[src/hw/fptr_pkg.sv]
// Purpose: Constants for the front panel trigger router.
// Assumes: Eight backplane trigger lines on each of segments 2 and 3.
// Notes: Each port drives its pin, or fans its pin out to trigger lines.
// Notes on behaviour
// - Output port driven from one selected line.
// - Input port drives any lines, either segment.
// - Output port pin held idle while out_enable is low; changes apply at the next edge.
// - Input with no lines selected drives nothing.
// - Output pin is push-pull, never open-drain.
// - Inter-segment route silently disables input fanout.
package fptr_pkg;
  // ----------------------------------------------------------------
  // Sizes and encodings
  // ----------------------------------------------------------------
  localparam int FPTR_LINES = 8;
  localparam int FPTR_PORTS = 2;
  localparam int FPTR_SEL_W = 3;
  // Segment select of an output port.
  localparam logic FPTR_SEG2 = 1'h0;
  localparam logic FPTR_SEG3 = 1'h1;
  // Direction of a port.
  localparam logic FPTR_DIR_IN = 1'h0;
  localparam logic FPTR_DIR_OUT = 1'h1;
  // Reset values and the inactive pin level.
  localparam logic [7:0] FPTR_NO_LINES = 8'h00;
  localparam logic FPTR_IDLE_LEVEL = 1'h0;
endpackage : fptr_pkg

[src/hw/fptr_router.sv]
// Purpose: Routes two front panel trigger pins to backplane lines.
// Assumes: Configuration bits come from logic on clk; pins and lines
//          are asynchronous and are synchronised here.
// Notes: Every output comes from a flip-flop, so a change shows three
//        edges after a pin moves and one edge after a config change.
`timescale 1ns/1ns
module fptr_router
  import fptr_pkg::*;
#(
  parameter int PORTS = FPTR_PORTS,
  parameter int LINES = FPTR_LINES
) (
  // Clock and reset
  input wire logic clk,
  input wire logic rstn,
  // Port configuration, per port, and the shared route_2_3_active
  input wire logic [PORTS-1:0] port_dir,
  input wire logic [PORTS-1:0] out_enable,
  input wire logic [PORTS-1:0] out_seg,
  input wire logic [PORTS*FPTR_SEL_W-1:0] out_line,
  input wire logic [PORTS*LINES-1:0] in_mask_seg2,
  input wire logic [PORTS*LINES-1:0] in_mask_seg3,
  input wire logic route_2_3_active,
  // Front panel pins
  input wire logic [PORTS-1:0] pin_in,
  output logic [PORTS-1:0] pin_out,
  output logic [PORTS-1:0] pin_oe,
  // Backplane trigger lines, segment 2 and segment 3
  input wire logic [LINES-1:0] seg2_in,
  input wire logic [LINES-1:0] seg3_in,
  output logic [LINES-1:0] seg2_out,
  output logic [LINES-1:0] seg2_oe,
  output logic [LINES-1:0] seg3_out,
  output logic [LINES-1:0] seg3_oe
);
  // ----------------------------------------------------------------
  // Elaboration checks
  // ----------------------------------------------------------------
  if (LINES != FPTR_LINES || PORTS < 1) begin : g_bad
    $error("fptr_router: unsupported LINES or PORTS");
  end

  // ----------------------------------------------------------------
  // Synchronisers for pins and lines
  // ----------------------------------------------------------------
  logic [PORTS-1:0] pin_m, pin_s;
  logic [LINES-1:0] s2_m, s2_s, s3_m, s3_s;

  // Two flops each; only the second stage is read by logic.
  always_ff @(posedge clk) begin
    if (!rstn) begin
      pin_m <= '0;
      pin_s <= '0;
      s2_m <= '0;
      s2_s <= '0;
      s3_m <= '0;
      s3_s <= '0;
    end else begin
      pin_m <= pin_in;
      pin_s <= pin_m;
      s2_m <= seg2_in;
      s2_s <= s2_m;
      s3_m <= seg3_in;
      s3_s <= s3_m;
    end
  end

  // ----------------------------------------------------------------
  // Field decoding shared by the drive paths
  // ----------------------------------------------------------------
  // Lines that input port p asks for in one packed mask vector.
  function automatic logic [LINES-1:0] mask_of(
    input logic [PORTS*LINES-1:0] masks,
    input int p
  );
    return masks[p*LINES +: LINES];
  endfunction : mask_of

  // Level of the line that output port p copies from one segment.
  function automatic logic line_pick(
    input logic [LINES-1:0] lines,
    input logic [PORTS*FPTR_SEL_W-1:0] sel,
    input int p
  );
    return lines[sel[p*FPTR_SEL_W +: FPTR_SEL_W]];
  endfunction : line_pick

  // ----------------------------------------------------------------
  // Next values of line and pin drive
  // ----------------------------------------------------------------
  logic [LINES-1:0] next_s2_oe, next_s3_oe, next_s2_out, next_s3_out;
  logic [PORTS-1:0] next_pin_out, next_pin_oe;

  // Fan each input port out onto its selected lines on either segment while route_2_3_active is low.
  always_comb begin
    next_s2_oe = FPTR_NO_LINES;
    next_s3_oe = FPTR_NO_LINES;
    next_s2_out = FPTR_NO_LINES;
    next_s3_out = FPTR_NO_LINES;
    for (int p = 0; p < PORTS; p++) begin
      if (port_dir[p] == FPTR_DIR_IN && !route_2_3_active) begin
        // Empty masks add no line to this port's drive.
        next_s2_oe = next_s2_oe | mask_of(in_mask_seg2, p);
        next_s3_oe = next_s3_oe | mask_of(in_mask_seg3, p);
        if (pin_s[p]) begin
          next_s2_out = next_s2_out | mask_of(in_mask_seg2, p);
          next_s3_out = next_s3_out | mask_of(in_mask_seg3, p);
        end
      end
    end
  end

  // Output ports copy one selected line; the pin is always driven.
  always_comb begin
    next_pin_out = '0;
    next_pin_oe = '0;
    for (int p = 0; p < PORTS; p++) begin
      if (port_dir[p] == FPTR_DIR_OUT) begin
        next_pin_oe[p] = 1'h1;
        if (!out_enable[p]) begin
          next_pin_out[p] = FPTR_IDLE_LEVEL;
        end else if (out_seg[p] == FPTR_SEG2) begin
          next_pin_out[p] = line_pick(s2_s, out_line, p);
        end else begin
          next_pin_out[p] = line_pick(s3_s, out_line, p);
        end
      end
    end
  end

  // ----------------------------------------------------------------
  // Output registers, updated every cycle with no commit step
  // ----------------------------------------------------------------
  always_ff @(posedge clk) begin
    if (!rstn) begin
      seg2_oe <= FPTR_NO_LINES;
      seg3_oe <= FPTR_NO_LINES;
      seg2_out <= FPTR_NO_LINES;
      seg3_out <= FPTR_NO_LINES;
    end else begin
      seg2_oe <= next_s2_oe;
      seg3_oe <= next_s3_oe;
      seg2_out <= next_s2_out;
      seg3_out <= next_s3_out;
    end
  end

  // Pin drive register.
  always_ff @(posedge clk) begin
    if (!rstn) begin
      pin_out <= '0;
      pin_oe <= '0;
    end else begin
      pin_out <= next_pin_out;
      pin_oe <= next_pin_oe;
    end
  end
endmodule : fptr_router

[config.mk]
export PLATFORM = sky130hd
export DESIGN_NAME = fptr_router
export DESIGN_NICKNAME = d
export VERILOG_FILES = /design/src/hw/fptr_pkg.sv /design/src/hw/fptr_router.sv
export SDC_FILE = /design/constraint.sdc
export NUM_CORES = 1
export LEC_CHECK = 0
export ABC_AREA = 1
export BUFFER_PORTS_ARGS = -buffer_cell sky130_fd_sc_hd__buf_2
export CAP_MARGIN = 20
export CORE_MARGIN = 5
export CORE_UTILIZATION = 49
export DETAILED_ROUTE_END_ITERATION = 10
export PLACE_DENSITY = 0.88
export REMOVE_ABC_BUFFERS = 1
export SETUP_SLACK_MARGIN = 0.15
export SYNTH_ARGS = -nofsm -noshare
export SYNTH_HDL_FRONTEND = slang
export SYNTH_SLANG_ARGS = --single-unit
[constraint.sdc]
create_clock -name clk -period 1 [get_ports clk]
set_input_delay 0.1 -clock clk [delete_from_list [all_inputs] [get_ports clk]]
set_output_delay 0.1 -clock clk [all_outputs]
set_load 0.01 [all_outputs]
======== Yosys cells after proc, flatten, opt, wreduce, memory -nomap -nowiden ========
Cells that the tools add are included.
cells by class
  reductions and logical operators ........ 5
  mux-type cells .......................... 24
  magnitude comparators ................... 2
  bitwise operators ....................... 6
operator list
  operator                                                                       number
  8-bit 2-to-1 mux                                                               12
  8-bit bitwise OR                                                               4
  1-bit binary-select mux with 3-bit select                                      4
  3-bit by 4-bit less-than comparator with 1-bit output (second input constant)  2
  1-bit 2-to-1 mux                                                               8
  3-bit AND reduction                                                            2
  1-bit logical AND                                                              2
  1-bit inverter                                                                 2
  1-bit logical NOT                                                              1
storage, ports and cells
  output and inout port bits .............. 36
  register bits ........................... 72

======== Longest topological paths before layout ========
Gate-level depths: netlist of run 1.
  word-level depth ........................ 6
  gate-level depth with buffers ........... 7

======== Worst setup path after synthesis of run 1 ========
Ideal clock, no wire load.
  kind .................................... register to register
  start ................................... register pin_s[1]
  end ..................................... register seg3_out[2]
  arrival ................................. 0.836 ns
  required time ........................... 0.934 ns
  clock period less this slack ............ 0.903 ns
  slack ................................... 0.097 ns
  cell stages (with the launch flop) ...... 5
  buffers on the path ..................... 2
  cell sequence ........................... dfxtp_1 clkbuf_2 buf_6 nand3_2 a21oi_2
on the way
  word-level cells in the longest chain between the ends .. 2
RTL lines
  item                    RTL line            text
  from (decl)             fptr_router.sv:46   logic [PORTS-1:0] pin_m, pin_s;
  from (signal assigned)  fptr_router.sv:60   pin_s <= pin_m;
  8-bit 2-to-1 mux        fptr_router.sv:105  if (pin_s[p]) begin
  8-bit 2-to-1 mux        fptr_router.sv:101  if (port_dir[p] == FPTR_DIR_IN && !route_2_3_active) begin
  to (signal assigned)    fptr_router.sv:144  seg3_out <= next_s3_out;
  to (decl)               fptr_router.sv:33   output logic [LINES-1:0] seg3_out,
Every way passes these cells.
A chain may end at the register's enable or synchronous reset.

======== Worst setup path in the final report of run 1 ========
  start ................................... register s2_s[0]
  end ..................................... register pin_out[0]
on the way
  word-level cells in the longest chain between the ends .. 3
RTL lines
  item                                       RTL line            text
  from (decl)                                fptr_router.sv:47   logic [LINES-1:0] s2_m, s2_s, s3_m, s3_s;
  from (signal assigned)                     fptr_router.sv:62   s2_s <= s2_m;
  1-bit binary-select mux with 3-bit select  fptr_router.sv:85   return lines[sel[p*FPTR_SEL_W +: FPTR_SEL_W]];
  1-bit 2-to-1 mux (not written as such)     fptr_router.sv:85
  1-bit 2-to-1 mux                           fptr_router.sv:122  end else if (out_seg[p] == FPTR_SEG2) begin
  to (signal assigned)                       fptr_router.sv:154  pin_out <= next_pin_out;
  to (decl)                                  fptr_router.sv:26   output logic [PORTS-1:0] pin_out,
Every way passes these cells. The select of a mux whose other input is x is not followed.

==> results_dict.tcl, run 1 <==
set metrics [dict create \
    slowest_delay_ps 330 \
    place_congestion 0.907 \
    slew_headroom_pct 87.8 \
    dieWidth_um 86.2 \
    place_ws_ps 95.4 \
    clkLatencyLatePin_ps 330 \
    antenna_found_initial 0 \
    antenna_cells 0 \
    clkTransAtPathRegs_ps 80 \
    finalHoldViolations 0 \
    tightest_slew_ps 183 \
    path_class "reg2reg" \
    cts_buffer_depth 2 \
    grt_overflow 0 \
    ant_nets 0 \
    io_pins 101 \
    ys_ff_latch 72 \
    intPower_w 0.00482 \
    min_path_type "in2reg" \
    period_share_pct 90.1 \
    grt_usage_pct 19.1 \
    holdCritStartpoint "out_enable[1]" \
    die_h_um 86.2 \
    maxCapViolations 0 \
    portBuffers 100 \
    dpl-instance-area_mm2 0.00341 \
    vdd_drop_max_v 0.00109 \
    drive_gt1_share_pct 42.5 \
    numCtsBuffers 9 \
    drcViolationCount 0 \
    place_hpwl_um 4830 \
    crit_fanout 2 \
    r2r_slack_ps 100 \
    htree_levels 3 \
    switchingPower_w 0.00155 \
    syn-mean-instance-area_um2 8.08 \
    p_comb_share_pct 12.1 \
    r2r_end "pin_out[0]" \
    power_frac_clock_pct 40.5 \
    p_leak_nw 2.05 \
    avgRoutedWirePerCell_um 13.3 \
    cts_tree "done" \
    dieArea_mm2 0.00742 \
    nFillCells 382 \
    switching_share_pct 24.3 \
    fin_area_mm2 0.00406 \
    final_max_slew_viol_count 0 \
    layout.nets 535 \
    area_growth_pct 42.6 \
    clock.fmax_mhz 1110 \
    num_rows 27 \
    final-setup-viol-count 0 \
    wirelength_um 7280 \
    crit_chain "inv_2 -> nand2_1 -> nand3_2 -> nand3_2 -> nand3b_1 -> a21oi_2" \
    p_seq_share_pct 47.4 \
    r2r-start "s2_s[0]" \
    grt_max_degree 33 \
    endpoint_kind "flip-flop" \
    clock_skew_ps 13.6 \
    dp.cells 512 \
    route.vias.total 2620 \
    required_ps 1270 \
    reg2regPathDepth 6 \
    worst_slack_ps 98.8 \
    p_per_area_mw_per_mm2 1570 \
    min_to "pin_out[1]" \
    grt_first_pass_wirelength_um 11300 \
    stdcell_count 547 \
    synthDistinctLibCells 16 \
    cts-root-buf "clkbuf_8" \
    grt_pass1_vias 2515 \
    core_area_mm2 0.00557 \
    clkSinkCount 72 \
    cpMostUsedCell "nand3_2" \
    min_period_ps 901 \
    grt_setup_unrepaired "yes" \
    arrival_ps 1170 \
    holdPathStages 3 \
    status "completed" \
    vias_per_cell 4.79 \
    start_util_pct 51.0 \
    startpoint_type "flip-flop" \
    ys_warn_count 0 \
    drt-initial-drc-count 123 \
    post-cts-setup-buffer-count 0 \
    synth_area_mm2 0.00284 \
    total_power_w 0.00636 \
    drt_first_pass_iters 4 \
    seq_area_frac_synth_pct 50.7 \
    cp_slowest_cell "dfxtp_1" \
    synth_cells 352 \
]
[power by group through the flow]
stage	combinational, W	sequential (W)	clock, W
2_1_floorplan	0.000253	0.00310	0
3_3_place_gp	0.000621	0.00307	0
3_5_place_dp	0.000641	0.00307	0
4_1_cts	0.000710	0.00301	0.00261
5_1_grt	0.000840	0.00303	0.00275
6_report	0.000768	0.00302	0.00258
[kinds of logic after synthesis]
logic type | after synthesis | share of synthesized area [%]
flip-flops | 72 | 50.7
AO/OA/AOI/OAI | 34 | 7.97
AND/OR/NAND/NOR | 166 | 27.8
buffers and inverters | 80 | 13.5
[per-stage QoR]
stage                     util [%]  hold WS (ps)  TNS [ps]
after floorplan                  -           193     -1280
after global placement        61.2           279         0
after detailed placement      61.2           283         0
after CTS                     69.3          4.79         0
after global routing          72.7          11.3         0
final                         72.7          11.7         0
[registers in the layout, summed over array words and instances, names as in the netlist]
| signal | cells |
|---|---|
| s2_m | 8 |
| s2_s | 8 |
| s3_m | 8 |
| s3_s | 8 |
| seg2_oe | 8 |
| seg2_out | 8 |
| seg3_oe | 8 |
| seg3_out | 8 |
| pin_m | 2 |
| pin_oe | 2 |
| pin_out | 2 |
| pin_s | 2 |
[synthesized netlist by cell type (all sizes together)]
| library cell | count | area share (%) |
|---|---|---|
| nand2 | 104 | 14 |
| a21oi | 34 | 8.0 |
| nor2 | 2 | 0.79 |
| dfxtp | 72 | 51 |
| inv | 61 | 8.2 |
| clkbuf | 2 | 0.35 |
| buf | 17 | 4.9 |
| nand3 | 58 | 13 |
| nand3b | 2 | 0.53 |
[repair_timing]
action,in CTS,in global routing
endpoints found under the hold margin,18,0
gates cloned,0,1
hold buffers,18,0
endpoints found under the setup margin,38,51
pin swaps,7,16
gates resized for setup,14,48
[worst max-delay path: cells and delay by family, from the launching register on]
kind | cells | cell delay (ps)
DFF | 1 | 330
and+or+nand+nor | 4 | 360
buffers and inverters | 1 | 40
AOI/OAI and AO/OA | 1 | 130
[layout make-up]
cell class | count | area (um^2) | area share, %
tap | 72 | 90.1 | 2.22
multi-input combinational | 200 | 1090 | 26.8
clock inverter | 6 | 92.6 | 2.28
timing repair buffer | 126 | 940 | 23.2
sequential | 72 | 1480 | 36.4
inverter | 61 | 234 | 5.77
clock buffer | 10 | 138 | 3.39
[layout by cell type, fill, tap and decap left out, drive strengths merged]
cell         count
nand2          104
bufinv           2
buf            107
clkinvlp         2
dlygate4sd3     18
nand3           58
nor2             2
clkbuf          11
inv             61
a21oi           34
clkinv           2
dfxtp           72
nand3b           2
[worst max path at each step]
stage                           startpoint  slack [ps]           to
after floorplan                   pin_s[1]         -80  seg2_out[6]
after global placement    route_2_3_active         150  seg3_out[7]
after detailed placement       out_line[0]         100   pin_out[0]
after CTS                          s2_s[0]         100   pin_out[0]
after global routing               s2_s[1]          50   pin_out[1]
final                              s2_s[0]         100   pin_out[0]
[per-layer routing]
layer | vias to the layer above | global-route usage [%] | routed length [um]
met5 | - | 0 | 0
met4 | 0 | 10.8 | 249
met3 | 24 | 4.13 | 456
met2 | 106 | 33.1 | 3760
met1 | 1177 | 21.5 | 2820
li1 | 1313 | - | -
(Power assumes the default switching activity.)
==> run 2, diff against run 1 <==
--- a/config.mk
+++ b/config.mk
@@ -5,13 +5,12 @@
 export SDC_FILE = /design/constraint.sdc
 export NUM_CORES = 1
 export LEC_CHECK = 0
-export ABC_AREA = 1
 export BUFFER_PORTS_ARGS = -buffer_cell sky130_fd_sc_hd__buf_2
 export CAP_MARGIN = 20
 export CORE_MARGIN = 5
-export CORE_UTILIZATION = 49
+export CORE_UTILIZATION = 47
 export DETAILED_ROUTE_END_ITERATION = 10
-export PLACE_DENSITY = 0.88
+export PLACE_DENSITY = 0.87
 export REMOVE_ABC_BUFFERS = 1
 export SETUP_SLACK_MARGIN = 0.15
 export SYNTH_ARGS = -nofsm -noshare
==> run 2 against run 1 <==
The run now ends with negative setup slack left. Register-to-register slack lost 300 ps. Sequential share of layout area rose by 2.8 points. Clock skew is 2.9 ps lower. Wire length fell by 9.2%. Global-route usage up 0.31 points. Sequential power about the same. Maximum frequency down 25%. Via count shrank 21%. Flip-flop and latch count is the same. Critical endpoint is now pin_out[1]. Non-clock buffer count up 2. Highest routed layer unchanged.
==> results_dict.tcl, run 2 <==
set metrics [dict create \
    route.vias.total 2073 \
    synthArstFlopShare_pct 0 \
    clkSinkCount 72 \
    drt_first_pass_iters 4 \
    tightest_slew_ps 437 \
    intPower_w 0.00449 \
    crit_chain "mux4_2 -> o22ai_1 -> a211o_1 -> a21oi_2" \
    p_comb_share_pct 11.1 \
    wirelength_um 6610 \
    slew_headroom_pct 70.8 \
    finalHoldViolations 0 \
    area_growth_pct 48.3 \
    yosys-top-cells-count "dfxtp_1 (72), and2_1 (38), nor2b_1 (32), a22oi_1 (31), clkbuf_1 (9)" \
    dieWidth_um 83.2 \
    final_max_slew_viol_count 0 \
    min_path_type "in2reg" \
    io_pins 101 \
    portBuffers 100 \
    cts_buffer_depth 2 \
    place_congestion 0.828 \
    place_hpwl_um 4290 \
    p_per_area_mw_per_mm2 1560 \
    drive_gt1_share_pct 48.4 \
    grt_pass1_vias 2267 \
    seq_area_frac_synth_pct 57.3 \
    drcViolationCount 0 \
    final-setup-viol-count 2 \
    violations "negative setup slack" \
    ys_ff_latch 72 \
    core_area_mm2 0.00514 \
    fin_area_mm2 0.00373 \
    synth_edf_count 0 \
    power_frac_clock_pct 37.3 \
    synth.top_cell.area_share_pct 57.3 \
    drt-initial-drc-count 69 \
    grt_usage_pct 19.4 \
    synth.largest_area_cell "dfxtp_1" \
    clock.fmax_mhz 831 \
    switchingPower_w 0.00135 \
    num_rows 26 \
    avgRoutedWirePerCell_um 15.6 \
    numCtsBuffers 9 \
    period_share_pct 120 \
    switching_share_pct 23.2 \
    grt_max_degree 42 \
    cp_slowest_cell "mux4_2" \
    critPathBufInv 0 \
    antenna_found_initial 0 \
    grt_setup_unrepaired "yes" \
    p_leak_nw 1.61 \
    nFillCells 376 \
    final_common_cell "buf_2" \
    clkLatencyLatePin_ps 340 \
    ant_nets 0 \
    cts-root-buf "clkbuf_8" \
    worst_slack_ps -203 \
    vias_per_cell 4.90 \
    cts_tree "done" \
    grt_first_pass_wirelength_um 10600 \
    dpl-instance-area_mm2 0.00311 \
    ys_warn_count 0 \
    dieArea_mm2 0.00692 \
    mostFrequentLayoutCells "buf_2 (86), dfxtp_1 (56), and2_1 (36)" \
    min_period_ps 1200 \
    startpoint_type "flip-flop" \
    syn-mean-instance-area_um2 11.3 \
    synthDistinctLibCells 23 \
    path_class "reg2reg" \
    crit_fanout 2 \
    status "finished with violations" \
    path_delay_family "multiplexers" \
    synthTopCellsByArea "dfxtp_1 (57%), and2_1 (9.4%), a22oi_1 (9.2%)" \
    start_util_pct 49.0 \
    synth_cells 223 \
    place_ws_ps -308 \
    slowest_delay_ps 470 \
    p_seq_share_pct 51.7 \
    clock_skew_ps 10.6 \
    clkTransAtPathRegs_ps 80 \
    layout.nets 413 \
    ys.flop_type "dfxtp_1" \
    arrival_ps 1430 \
    yosysMostFrequentCell "dfxtp_1" \
    die_h_um 83.2 \
    endpoint_kind "flip-flop" \
    synth_area_mm2 0.00252 \
    maxCapViolations 0 \
    vdd_drop_max_v 0.00116 \
    htree_levels 3 \
    antenna_cells 0 \
    required_ps 1220 \
    grt_overflow 0 \
]
[run 2: cell count changes in the layout (fill, tap and decap cells not counted), sizes merged, moves of 4 or more]
cell,before,now
a21oi,34,2
a22oi,0,31
and2,0,41
inv,61,0
mux2i,0,6
mux4,0,4
nand2,104,6
nand3,58,2
nor2b,0,32
[run 2: logic make-up (layout without fill, tap and decap cells)]
logic type / after synthesis / in the layout / share of synthesized area, %
DFF: 72 / 72 / 57.3
AOI/OAI and AO/OA: 40 / 40 / 11.9
muxes: 12 / 12 / 7.16
buffers and inverters: 15 / 144 / 3.13
and+or+nand+nor: 84 / 85 / 20.6
[run 2: worst min-delay path, cell delays in order]
cell	delay (ps)
buf_2	100
a22oi_2	50
nor2b_1	90
[run 2: layout make-up]
type	instances	area (um^2)	share of cell area (%)
Clock buffer	11	131	3.52
Timing Repair Buffer	128	891	23.9
Tap cell	70	87.6	2.35
Multi-Input combinational cell	137	1100	29.5
Sequential cell	72	1460	39.2
Clock inverter	5	57.6	1.54
[run 2: timing repair]
| action | 4_1_cts | 5_1_grt |
|---|---|---|
| setup buffers | 0 | 0 |
| endpoints found under the setup margin | 54 | 54 |
| hold buffers | 19 | 0 |
| pin swaps | 24 | 2 |
| hold endpoints to repair | 19 | 0 |
| cloned | 2 | 0 |
| resized for setup | 39 | 18 |
[run 2: through the flow]
stage	util [%]	hold WS (ps)	instances	power, W	TNS, ps
after detailed placement	60.5	308	386	0.00360	-4590
final	72.6	34.1	423	0.00584	-384
after global routing	72.6	27.1	423	0.00608	-465
after CTS	71.3	30.3	423	0.00584	-388
after floorplan	-	216	208	0.00329	-3080
after global placement	60.5	305	386	0.00358	-4000
[run 2: worst paths after layout]
check | from | endpoint | slack, ps | cells after the start
max | s2_s[5] | pin_out[1] | -200 | 4
min | in_mask_seg3[10] | seg3_out[2] | 30 | 3
max reg2reg | s2_s[5] | pin_out[1] | -200 | 4
min reg2reg | s3_m[2] | s3_s[2] | 430 | 1
[run 2: power by group through the flow]
stage	clock network (W)	logic (W)	registers [W]
6_report	0.00218	0.000646	0.00302
2_1_floorplan	0	0.000195	0.00309
3_3_place_gp	0	0.000509	0.00307
5_1_grt	0.00235	0.000705	0.00303
4_1_cts	0.00220	0.000624	0.00301
3_5_place_dp	0	0.000525	0.00308
[run 2: per-layer routing]
layer | up-vias | track usage [%] | routed length [um]
met2 | 72 | 34.8 | 3490
met3 | 14 | 5.74 | 359
met4 | 0 | 9.51 | 143
met5 | - | 0 | 0
met1 | 968 | 20.6 | 2620
li1 | 1019 | - | -
